$ cat src/rtl/lane_map_pkg.sv
// Constants, layouts and carrier types for the lane sample mapper
package lane_map_pkg;

  // ----------------------------------------------------------------
  // Widths and counts
  // ----------------------------------------------------------------
  localparam int MODE_W       = 7;
  localparam int SAMP15_W     = 15;
  localparam int SAMP12_W     = 12;
  localparam int LANE_W       = 16;
  localparam int LANES_PER_CH = 8;
  localparam int SAMP_PER_CH  = 4;
  localparam int BYP_SAMPLES  = 16;
  localparam int BYP_GROUPS   = 2;
  localparam int BYP_PER_TRI  = 4;
  localparam int TRI_LANES    = 3;
  localparam int PAIR_D8      = 2;
  localparam int QUAD_D16     = 4;

  // ----------------------------------------------------------------
  // Link mode numbers
  // ----------------------------------------------------------------
  localparam logic [MODE_W-1:0] MODE_11 = 7'h0b;
  localparam logic [MODE_W-1:0] MODE_47 = 7'h2f;
  localparam logic [MODE_W-1:0] MODE_12 = 7'h0c;
  localparam logic [MODE_W-1:0] MODE_53 = 7'h35;
  localparam logic [MODE_W-1:0] MODE_13 = 7'h0d;
  localparam logic [MODE_W-1:0] MODE_39 = 7'h27;
  localparam logic [MODE_W-1:0] MODE_56 = 7'h38;
  localparam logic [MODE_W-1:0] MODE_59 = 7'h3b;
  localparam logic [MODE_W-1:0] MODE_66 = 7'h42;
  localparam logic [MODE_W-1:0] MODE_68 = 7'h44;
  localparam logic [MODE_W-1:0] MODE_14 = 7'h0e;
  localparam logic [MODE_W-1:0] MODE_49 = 7'h31;
  localparam logic [MODE_W-1:0] MODE_57 = 7'h39;
  localparam logic [MODE_W-1:0] MODE_60 = 7'h3c;
  localparam logic [MODE_W-1:0] MODE_67 = 7'h43;
  localparam logic [MODE_W-1:0] MODE_15 = 7'h0f;
  localparam logic [MODE_W-1:0] MODE_55 = 7'h37;
  localparam logic [MODE_W-1:0] MODE_58 = 7'h3a;
  localparam logic [MODE_W-1:0] MODE_16 = 7'h10;
  localparam logic [MODE_W-1:0] MODE_19 = 7'h13;
  localparam logic [MODE_W-1:0] MODE_42 = 7'h2a;

  // ----------------------------------------------------------------
  // Enumerations
  // ----------------------------------------------------------------
  typedef enum logic [2:0] {
    LAY_NONE  = 3'h0,
    LAY_D4_8  = 3'h1,
    LAY_D4_16 = 3'h2,
    LAY_D8_2  = 3'h3,
    LAY_D8_4  = 3'h4,
    LAY_D8_8  = 3'h5,
    LAY_D8_16 = 3'h6,
    LAY_BYP12 = 3'h7
  } layout_t;

  typedef enum logic [2:0] {
    ST_IDLE   = 3'h1,
    ST_FIRST  = 3'h2,
    ST_SECOND = 3'h4
  } map_state_t;

  // ----------------------------------------------------------------
  // Carrier types
  // ----------------------------------------------------------------
  typedef logic [SAMP15_W-1:0] samp15_t;
  typedef logic [SAMP12_W-1:0] samp12_t;
  typedef logic [LANE_W-1:0]   lane_word_t;

  typedef struct packed {
    samp15_t [SAMP_PER_CH-1:0] inphase;
    samp15_t [SAMP_PER_CH-1:0] quad;
    logic    [SAMP_PER_CH-1:0] inphase_flag;
    logic    [SAMP_PER_CH-1:0] quad_flag;
  } chan_frame_t;

  typedef struct packed {
    logic    [MODE_W-1:0]      link_mode_number;
    chan_frame_t               chan_a;
    chan_frame_t               chan_b;
    samp12_t [BYP_SAMPLES-1:0] bypass;
  } in_frame_t;

  typedef struct packed {
    lane_word_t [LANES_PER_CH-1:0] lane_a;
    lane_word_t [LANES_PER_CH-1:0] lane_b;
  } lanes_t;

  typedef struct packed {
    lanes_t  lanes;
    logic    second_pair;
    logic    mode_err;
    layout_t layout;
  } out_word_t;

endpackage

$ cat src/rtl/lane_skid_buffer.sv
// Two-entry buffer with valid and ready on both sides, registered outputs
`timescale 1ns/1ps
module lane_skid_buffer
  import lane_map_pkg::*;
#(
  parameter int W = 8
)
(
  // Clock and reset
  input  wire logic         i_clk,
  input  wire logic         i_rst_n,
  // Filling side
  input  wire logic         i_valid,
  input  wire logic [W-1:0] i_data,
  output logic              o_ready,
  // Draining side
  output logic              o_valid,
  output logic [W-1:0]      o_data,
  input  wire logic         i_ready
);

  logic         tail_v_r;
  logic [W-1:0] tail_r;
  logic         push;
  logic         pop;

  // Ready only while the spare slot is free, so a stall never drops a word
  assign o_ready = ~tail_v_r;
  assign push    = i_valid & ~tail_v_r;
  assign pop     = o_valid & i_ready;

  always_ff @(posedge i_clk)
  begin
    if (!i_rst_n)
    begin
      o_valid  <= 1'b0;
      tail_v_r <= 1'b0;
      o_data   <= '0;
      tail_r   <= '0;
    end
    else
    begin
      case ({push, pop})
        2'b10:
        begin
          if (!o_valid)
          begin
            o_data  <= i_data;
            o_valid <= 1'b1;
          end
          else
          begin
            tail_r   <= i_data;
            tail_v_r <= 1'b1;
          end
        end
        2'b01:
        begin
          if (tail_v_r)
          begin
            o_data   <= tail_r;
            tail_v_r <= 1'b0;
          end
          else
          begin
            o_valid <= 1'b0;
          end
        end
        2'b11:
        begin
          o_data <= i_data;
        end
        default:
        begin
          o_valid <= o_valid;
        end
      endcase
    end
  end

endmodule

$ cat src/rtl/jesd_lane_sample_mapper.sv
// Transport-layer mapper: converter samples onto sixteen lane words per frame
// ----------------------------------------------------------------
// What this block does
// - Mode 11: a0,a1 carry in-phase 0,1; a2,a3 quadrature 0,1; B likewise.
// - Mode 47 places samples and flags exactly like mode 11.
// - Mode 12: a0-a3 in-phase 0-3, a4-a7 quadrature 0-3; B likewise.
// - Mode 53 places samples and flags exactly like mode 12.
// - Mode 13: four-octet lane frame, in-phase octets 0-1, quadrature 2-3.
// - Modes 39, 56, 59, 66, 68 use the mode 13 placement.
// - Mode 14: a0 in-phase, a1 quadrature, b0/b1 likewise, one per frame.
// - Modes 49, 57, 60, 67 use the mode 14 placement.
// - Mode 15: two in-phase then two quadrature per channel on four lanes.
// - Modes 55 and 58 use the mode 15 placement.
// - Mode 16: four in-phase then four quadrature per channel, eight lanes.
// - Mode 19: four 12-bit samples packed MSB first into three lane words.
// - Mode 19: A lanes carry even samples, B lanes odd, two triplets each.
// ----------------------------------------------------------------
`timescale 1ns/1ps
module jesd_lane_sample_mapper
  import lane_map_pkg::*;
(
  // Clock and reset
  input  wire logic      I_CORE_CLK,
  input  wire logic      I_RST_N,
  // Sample frames from the decimation or bypass path
  input  wire logic      I_IN_VALID,
  input  wire in_frame_t I_FRAME,
  output logic           O_IN_READY,
  // Lane words toward the link layer
  output logic           O_LANES_VALID,
  output out_word_t      O_WORD,
  input  wire logic      I_LANES_READY
);

  // ----------------------------------------------------------------
  // Functions
  // ----------------------------------------------------------------

  function automatic layout_t decode_mode(input logic [MODE_W-1:0] m);
    layout_t lay;
    lay = LAY_NONE;
    case (m)
      MODE_11, MODE_47: lay = LAY_D4_8;
      MODE_12, MODE_53: lay = LAY_D4_16;
      MODE_13, MODE_39, MODE_56, MODE_59, MODE_66, MODE_68: lay = LAY_D8_2;
      MODE_14, MODE_49, MODE_57, MODE_60, MODE_67: lay = LAY_D8_4;
      MODE_15, MODE_55, MODE_58: lay = LAY_D8_8;
      MODE_16: lay = LAY_D8_16;
      MODE_19, MODE_42: lay = LAY_BYP12;
      default: lay = LAY_NONE;
    endcase
    return lay;
  endfunction

  // sample high, flag in bit 0
  function automatic lane_word_t word15(input samp15_t s, input logic flag);
    return {s, flag};
  endfunction

  // One channel's eight lane words for the decimated layouts
  function automatic lane_word_t [LANES_PER_CH-1:0] place_chan(
    input chan_frame_t c,
    input layout_t     lay,
    input logic        second
  );
    lane_word_t [LANES_PER_CH-1:0] w;
    w = '0;
    case (lay)
      LAY_D4_8, LAY_D8_8:
      begin
        for (int k = 0; k < PAIR_D8; k++)
        begin
          w[k]           = word15(c.inphase[k], c.inphase_flag[k]);
          w[k + PAIR_D8] = word15(c.quad[k], c.quad_flag[k]);
        end
      end
      LAY_D4_16, LAY_D8_16:
      begin
        for (int k = 0; k < QUAD_D16; k++)
        begin
          w[k]            = word15(c.inphase[k], c.inphase_flag[k]);
          w[k + QUAD_D16] = word15(c.quad[k], c.quad_flag[k]);
        end
      end
      LAY_D8_4:
      begin
        // one lane each for in-phase and quadrature
        w[0] = word15(c.inphase[0], c.inphase_flag[0]);
        w[1] = word15(c.quad[0], c.quad_flag[0]);
      end
      LAY_D8_2:
      begin
        // octets 0-1 in-phase, octets 2-3 quadrature
        if (second)
        begin
          w[0] = word15(c.quad[0], c.quad_flag[0]);
        end
        else
        begin
          w[0] = word15(c.inphase[0], c.inphase_flag[0]);
        end
      end
      default:
      begin
        w = '0;
      end
    endcase
    return w;
  endfunction

  // four samples, MSB first, into three lane words
  function automatic lane_word_t [TRI_LANES-1:0] pack_tri(
    input samp12_t s0,
    input samp12_t s1,
    input samp12_t s2,
    input samp12_t s3
  );
    lane_word_t [TRI_LANES-1:0] t;
    t = {s0, s1, s2, s3};
    return t;
  endfunction

  // ----------------------------------------------------------------
  // Frame hold and sequencing
  // ----------------------------------------------------------------
  map_state_t state_r;
  map_state_t state_nxt;
  in_frame_t  hold_r;
  layout_t    layout_r;
  logic       buf_ready;
  logic       buf_push;
  logic       accept;
  out_word_t  word_nxt;
  lanes_t     lanes_nxt;
  lane_word_t [TRI_LANES-1:0] tri_even;
  lane_word_t [TRI_LANES-1:0] tri_odd;

  // One frame in flight; a two-lane frame needs two words, so input stalls
  assign accept   = I_IN_VALID & O_IN_READY;
  assign buf_push = (state_r == ST_FIRST) | (state_r == ST_SECOND);

  always_comb
  begin
    state_nxt = state_r;
    case (state_r)
      ST_IDLE:
      begin
        if (accept)
        begin
          state_nxt = ST_FIRST;
        end
      end
      ST_FIRST:
      begin
        if (buf_ready)
        begin
          // second octet pair follows for two-lane layouts
          state_nxt = (layout_r == LAY_D8_2) ? ST_SECOND : ST_IDLE;
        end
      end
      ST_SECOND:
      begin
        if (buf_ready)
        begin
          state_nxt = ST_IDLE;
        end
      end
      default:
      begin
        state_nxt = ST_IDLE;
      end
    endcase
  end

  always_ff @(posedge I_CORE_CLK)
  begin
    if (!I_RST_N)
    begin
      state_r <= ST_IDLE;
    end
    else
    begin
      state_r <= state_nxt;
    end
  end

  // Ready comes from a flop, valid only while the hold stage is empty
  always_ff @(posedge I_CORE_CLK)
  begin
    if (!I_RST_N)
    begin
      O_IN_READY <= 1'b0;
    end
    else
    begin
      O_IN_READY <= (state_nxt == ST_IDLE);
    end
  end

  always_ff @(posedge I_CORE_CLK)
  begin
    if (!I_RST_N)
    begin
      hold_r   <= '0;
      layout_r <= LAY_NONE;
    end
    else if (accept)
    begin
      hold_r   <= I_FRAME;
      layout_r <= decode_mode(I_FRAME.link_mode_number);
    end
  end

  // ----------------------------------------------------------------
  // Lane placement
  // ----------------------------------------------------------------
  always_comb
  begin
    lanes_nxt = '0;
    tri_even  = '0;
    tri_odd   = '0;
    if (layout_r == LAY_BYP12)
    begin
      // even samples on A lanes, odd on B, one triplet per eight samples
      for (int g = 0; g < BYP_GROUPS; g++)
      begin
        tri_even = pack_tri(
          hold_r.bypass[2 * g * BYP_PER_TRI],
          hold_r.bypass[2 * g * BYP_PER_TRI + 2],
          hold_r.bypass[2 * g * BYP_PER_TRI + 4],
          hold_r.bypass[2 * g * BYP_PER_TRI + 6]);
        tri_odd = pack_tri(
          hold_r.bypass[2 * g * BYP_PER_TRI + 1],
          hold_r.bypass[2 * g * BYP_PER_TRI + 3],
          hold_r.bypass[2 * g * BYP_PER_TRI + 5],
          hold_r.bypass[2 * g * BYP_PER_TRI + 7]);
        for (int j = 0; j < TRI_LANES; j++)
        begin
          lanes_nxt.lane_a[g * TRI_LANES + j] = tri_even[TRI_LANES - 1 - j];
          lanes_nxt.lane_b[g * TRI_LANES + j] = tri_odd[TRI_LANES - 1 - j];
        end
      end
    end
    else
    begin
      lanes_nxt.lane_a = place_chan(hold_r.chan_a, layout_r, state_r == ST_SECOND);
      lanes_nxt.lane_b = place_chan(hold_r.chan_b, layout_r, state_r == ST_SECOND);
    end
  end

  always_comb
  begin
    word_nxt             = '0;
    word_nxt.lanes       = lanes_nxt;
    word_nxt.second_pair = (state_r == ST_SECOND);
    word_nxt.mode_err    = (layout_r == LAY_NONE);
    word_nxt.layout      = layout_r;
  end

  // ----------------------------------------------------------------
  // Output buffer
  // ----------------------------------------------------------------
  // A receiver stall fills the two entries, then holds the sequencer
  lane_skid_buffer #(
    .W ($bits(out_word_t))
  ) u_buf (
    .i_clk   (I_CORE_CLK),
    .i_rst_n (I_RST_N),
    .i_valid (buf_push),
    .i_data  (word_nxt),
    .o_ready (buf_ready),
    .o_valid (O_LANES_VALID),
    .o_data  (O_WORD),
    .i_ready (I_LANES_READY)
  );

endmodule

$ cat config.mk
export PLATFORM = sky130hd
export DESIGN_NAME = jesd_lane_sample_mapper
export DESIGN_NICKNAME = d
export VERILOG_FILES = /design/src/rtl/lane_map_pkg.sv /design/src/rtl/lane_skid_buffer.sv /design/src/rtl/jesd_lane_sample_mapper.sv
export SDC_FILE = /design/constraint.sdc
export NUM_CORES = 2
export LEC_CHECK = 0
export BUFFER_PORTS_ARGS = -buffer_cell sky130_fd_sc_hd__buf_2
export CORE_MARGIN = 2
export CORE_UTILIZATION = 54
export CTS_CLUSTER_DIAMETER = 60
export CTS_CLUSTER_SIZE = 10
export DETAILED_ROUTE_END_ITERATION = 12
export GPL_TIMING_DRIVEN = 0
export PLACE_DENSITY = 0.77
export SETUP_SLACK_MARGIN = 0.4
export SLEW_MARGIN = 40
export SYNTH_ARGS = -nofsm -noshare
export SYNTH_HDL_FRONTEND = slang
export SYNTH_SLANG_ARGS = --single-unit
$ cat constraint.sdc
create_clock -name I_CORE_CLK -period 4.15 [get_ports I_CORE_CLK]
set_input_delay 0.415 -clock I_CORE_CLK [delete_from_list [all_inputs] [get_ports I_CORE_CLK]]
set_output_delay 0.415 -clock I_CORE_CLK [all_outputs]
set_load 0.01 [all_outputs]
==> After elaboration in Yosys (flattened, before gate mapping) <==
Index checks and enable logic that the tools add are counted.
{ "word_totals": {"ff_bits": 979, "input_bits": 459, "output_inout_bits": 263, "elab_cells": 131} }
{ "op_classes": {"n_eq_ne": 39, "n_mux": 27, "bitwise": 5, "reduce_logical": 17} }
{ "ops": {"columns": ["operator", "n"], "rows": [
  ["case mux 261 bit (3 select lines)", 1],
  ["two-way mux 261 bit", 2],
  ["two-way mux 96 bit", 2],
  ["two-way mux 64 bit", 2],
  ["case mux 16 bit (2 select lines)", 4],
  ["case mux 32 bit (2 select lines)", 2],
  ["equality test 7 x 6 -> 1 bit (second input constant)", 11],
  ["two-way mux 32 bit", 2],
  ["equality test 7 x 4 -> 1 bit (second input constant)", 5],
  ["two-way mux 16 bit", 2],
  ["equality test 7 bit (second input constant)", 3],
  ["case mux 3 bit (7 select lines)", 1],
  ["equality test 3 bit (second input constant)", 5],
  ["equality test 7 x 5 -> 1 bit (second input constant)", 2],
  ["two-way mux 3 bit", 4],
  ["OR reduction 2 bit", 5],
  ["OR reduction 5 bit", 2],
  ["equality test 3 x 1 -> 1 bit (second input constant)", 3],
  ["equality test 3 x 2 -> 1 bit (second input constant)", 3],
  ["case mux 3 bit (3 select lines)", 1],
  ["AND reduction 2 bit", 3],
  ["OR reduction 6 bit", 1],
  ["equality test 2 bit (second input constant)", 2],
  ["!= test 2 x 1 -> 1 bit (second input constant)", 2],
  ["other kinds (13)", 18]
]} }

==> Depth between registers and ports, before layout <==
{ "depth": {"word_depth": 6, "depth_mapped": 8} }

==> Hierarchy <==
From an unflattened synthesis, not the netlist that was laid out.
{ "hier_totals": {"hier_cells": 5362, "hier_area_um2": 41110.7} }
{ "by_module_without_submodules": {"columns": ["mod", "n_inst", "cells_per_inst", "area_per_inst_um2", "seq_area_each_um2"], "rows": [
  ["jesd_lane_sample_mapper", 1, 2767, 20693.6, 9108.7],
  ["lane_skid_buffer", 1, 2595, 20417.1, 10490.1]
]} }

==> Worst setup path before layout <==
OpenSTA, ideal clock, no wires.
{ "synth_path": {"path_kind": "input port to flip-flop", "start": "input port I_FRAME[449] (netlist bit)", "end": "register layout_r[1]", "arrival_time_ns": 1.823, "t_required_ns": 4.076, "path_slack_ns": 2.253, "stages": 5, "path_buffers": 1, "path_cell_list": "buf_2 > or4b_2 > a2111oi_0 > a311oi_1 > a31oi_1"} }
{ "synth_via": {"elab_chain_len": 3} }
{ "synth_rtl": {"columns": ["item", "line", "source"], "rows": [
  ["start: declaration", "jesd_lane_sample_mapper.sv:27", "input wire in_frame_t I_FRAME,"],
  ["equality test 7 x 4 -> 1 bit, or another cell as far along", "jesd_lane_sample_mapper.sv:42", "case (m)"],
  ["OR reduction 6 bit, or another cell as far along", "jesd_lane_sample_mapper.sv:42", null],
  ["case mux 3 bit (7 select lines) *", "jesd_lane_sample_mapper.sv:42", null],
  ["end signal: assignment", "jesd_lane_sample_mapper.sv:210", "layout_r <= decode_mode(I_FRAME.link_mode_number);"],
  ["end: declaration", "jesd_lane_sample_mapper.sv:129", "layout_t layout_r;"]
]} }
Every way passes the cells marked *; elsewhere a longest branch is shown, timed or not.
A chain may end at the register's enable or synchronous reset.

==> Final worst setup path <==
{ "layout_path": {"start": "register layout_r[0]", "end": "register u_buf.tail_r[224]"} }
{ "layout_via": {"elab_chain_len": 4} }
{ "layout_rtl": {"columns": ["item", "line", "source"], "rows": [
  ["equality test 3 x 2 -> 1 bit / equality test 3 bit (equally long branches)", "jesd_lane_sample_mapper.sv:68", "case (lay)"],
  ["OR reduction 2 bit", "jesd_lane_sample_mapper.sv:68", null],
  ["two-way mux 64 bit", "jesd_lane_sample_mapper.sv:68", null],
  ["two-way mux 96 bit *", "jesd_lane_sample_mapper.sv:222", "if (layout_r == LAY_BYP12)"],
  ["end signal: assignment", "lane_skid_buffer.sv:53", "tail_r <= i_data;"],
  ["end: declaration", "lane_skid_buffer.sv:23", "logic [W-1:0] tail_r;"]
]} }
Marked as above.

==> reports/results.tsv <==
stage	metric	value	unit
synth	async set-reset flop share out of synthesis	0	%
detailed_routing	DRT Wirelength	194100	um
run_status	status	finished with violations	
synth	Mapped Cells	5153	
placement	placed instance area	0.04563	mm^2
synth	Yosys warnings	0	
timing	setup tns final	0	ns
detailed_routing	via count	46308	
synth	Syn Nets	5612	
timing	Slew Viols, Final	0	
min_path	worst hold path class	in2reg	
clock_network	Worst-path clk slew	0.06	ns
grt	GRT Residual Overflow	0	
clock_network	CTS tree	built	
cells_and_area	area grow syn2layout	25.74	%
detailed_routing	First-pass DRT Iterations	8	
pwr	Worst IR Drop VDD	0.3250	mV
grt	met2 Track Usage GR	73.14	%
timing	Fin. Hold Viols	9	
cells_and_area	design area	0.05126	mm^2
timing	RSZ-0062 raised after global routing	false	
synth	Netlist cell types	59	
clock_network	# H-tree levels	3	
min_path	Hold Crit Start	I_FRAME[261]	
min_path	Hold EP	hold_r[261]	
grt	largest net degree at the start of global routing	16	
cells_and_area	most common cell after layout, fill and taps aside	nand2_1	
grt	most used routing layer	met2	
timing	WHS	-0.01422	ns
timing	Final period util	74.96	%
detailed_routing	vias per cell	6.392	
synth	sequential share of the synthesized area	48.08	%
min_path	WHS Path Cells	3	
timing	Slew @ Worst Pin	0.9734	ns
synth	Most used DFF post-synth	dfxtp_1	
placement	PortBufs	717	
die	Die Y-Extent	278.8	um
synth	Synth Cell Area	0.04076	mm^2
setup_path	worst r2r dst	u_buf.tail_r[224]	
cells_and_area	fill count	6191	
clock_network	Clk Latency, worst-skew pair	0.70	ns
die	IO Count	722	
timing	Fmax	0.3215	GHz
setup_path	Reg2Reg Depth	8	
setup_path	CP startpoint kind	flop	
pwr	Pwr per Cell Area	400.1	mW/mm^2
die	core box area	0.07457	mm^2
run_status	failing checks	hold timing	
die	die area	0.07770	mm^2
cells_and_area	Register Area	0.01960	mm^2
grt	met1 Resource Use GR	56.69	%
detailed_routing	DRC	0	
cells_and_area	layout cells sized above 1	15.90	%
timing	final setup vio count	0	
grt	initial antenna violation count	16	
cells_and_area	most frequent cells in the layout	1242 x nand2_1, 979 x dfxtp_1, 811 x buf_2	
timing	Final min period	3.111	ns
detailed_routing	Antenna Nets Post-Route	0	
timing	Rel. slew slack	35.11	%
pwr	PnR Total Power	20.51	mW
clock_network	clock sink count	979	
setup_path	crit-path max FO	10	
cells_and_area	area of the multi-input gates	0.01894	mm^2
placement	DP HPWL	142800	um
setup_path	Setup CP Type	reg2reg	
setup_path	FF-to-FF Start	layout_r[0]	
die	Die Wd	278.8	um
pwr	Leak	19.50	nW
die	Rows	100	
setup_path	CP required	4.69	ns
clock_network	Max Root-Sink Buffers	3	
synth	Synth Register Bits	979	
clock_network	total CTS buffers	109	
grt	first-pass GRT wire length	275400	um
detailed_routing	DR iter-0 viols	6358	
setup_path	CP startpoint	layout_r[0]	
clock_network	root buffer selected by CTS	clkbuf_16	
setup_path	Data arrival, critical path	3.66	ns
setup_path	R2R setup slack	1.04	ns
grt	met3 usage	13.07	%
flow_run	Max-cap violations	0	
grt	vias in the first global route	43350	
synth	Avg Synthesized Cell Area	7.911	um^2
detailed_routing	WL/cell	26.79	um
synth	Post-synth EDFFs	0	
setup_path	CP Capture Type	flop	
grt	overall global routing resource usage	47.65	%
placement	routability cong.	1.007	
die	Starting Density	54.66	%
cells_and_area	Net count, final	6701	
timing	clock skew	0.01815	ns
kinds of logic (layout without fill, tap and decap cells):
| family | count (synthesis) | count (layout) | share of synthesized area, % |
|---|---|---|---|
| multiplexers | 28 | 28 | 0.6876 |
| AND/OR/NAND/NOR | 2075 | 2075 | 22.11 |
| other | 0 | 20 | 0 |
| XOR/XNOR | 4 | 4 | 0.1044 |
| flip-flops | 979 | 979 | 48.08 |
| AO/OA/AOI/OAI | 1521 | 1521 | 23.54 |
| buffers and inverters | 546 | 1649 | 5.485 |
routing by layer:
layer / share of wire, % / vias up
met5: 0.037 / -
met4: 9.0 / 10
met3: 13 / 908
met2: 43 / 3533
met1: 35 / 21709
li1: - / 20148
where the power goes:
group | internal [mW] | total [mW] | switching (mW) | leakage [nW]
clock network | 4.84 | 8.74 | 3.90 | 1.46
logic | 0.646 | 1.91 | 1.27 | 10.1
registers | 9.62 | 9.86 | 0.235 | 7.93
total | 15.1 | 20.5 | 5.41 | 19.5
flip-flops by register name (all words and copies together), names as in the netlist:
name            count
u_buf.tail_v_r      1
u_buf.o_data      261
O_IN_READY          1
state_r             3
u_buf.o_valid       1
hold_r            448
u_buf.tail_r      261
layout_r            3
worst max-delay path, stage by stage, from the launching register on:
cell	delay [ns]
dfxtp_1	0.33
buf_2	0.31
buf_2	0.33
buf_2	0.42
buf_2	0.32
buf_1	0.59
o21ai_0	0.37
nand3_1	0.19
a21oi_1	0.08
final cells by class:
class,count,share of cell area [%]
Clock buffer,118,5.529
Buffer,522,4.243
Sequential cell,979,38.24
Multi-Input combinational cell,3628,36.96
Timing Repair Buffer,978,12.13
Tap cell,969,2.365
Inverter,24,0.1758
Antenna cell,20,0.09764
Clock inverter,7,0.2612
how the worst max path moves through the flow:
| stage | to | slack, ns | depth (start not counted) |
|---|---|---|---|
| floorplan | layout_r[1] | 2.25 | 5 |
| global placement | hold_r[321] | 0.62 | 6 |
| detailed placement | hold_r[325] | 1.10 | 6 |
| CTS | u_buf.tail_r[224] | 1.21 | 8 |
| global route | u_buf.o_data[44] | 0.96 | 8 |
| finish | u_buf.tail_r[224] | 1.04 | 8 |
what timing repair did:
item / in CTS / in global routing
hold buffers: 255 / 5
buffers inserted: 0 / 0
endpoints found under the hold margin: 255 / 5
endpoints found under the setup margin: 0 / 0
gates resized for setup: 0 / 0
synth_stat cells (all sizes together) (2+ instances only):
master,n,area [um^2]
dfxtp,979,19600
nand3b,3,22.52
and3b,22,192.7
a22oi,64,480.5
o211ai,15,112.6
nor2,349,1310
o32a,2,20.02
buf,132,680.7
and3,3,18.77
nand3,206,1031
nor3,17,90.09
mux2i,28,280.3
o2111ai,2,17.52
nor2b,51,319.1
a222oi,43,430.4
o22a,5,43.79
nand4b,2,17.52
nor3b,2,15.01
or4b,2,20.02
clkbuf,390,1465
a211oi,178,1336
a221oi,20,175.2
a31oi,92,581.8
nor4bb,29,290.3
o21a,5,37.54
nand2b,18,112.6
nand2,1243,4673
o21ai,110,550.5
xor2,4,42.55
nand4,11,68.82
and4,38,332.8
inv,24,90.08
a21oi,807,4043
or3,12,75.07
and2,65,406.6
a221o,143,1431
a211o,15,131.4
o221a,11,123.9
through the flow:
step | std cells | worst slack, ns | hold WS (ns) | utilization [%]
global route | 7230 | 0.9589 | 0.0007491 | 68.68
finish | 7245 | 1.039 | -0.01422 | 68.73
floorplan | 5153 | 2.253 | 0.4317 | -
CTS | 7220 | 1.205 | 0.0001792 | 68.60
global placement | 6839 | 0.6223 | 0.4362 | 61.10
detailed placement | 6840 | 1.102 | 0.4421 | 61.19
(Power assumes the default switching activity.)
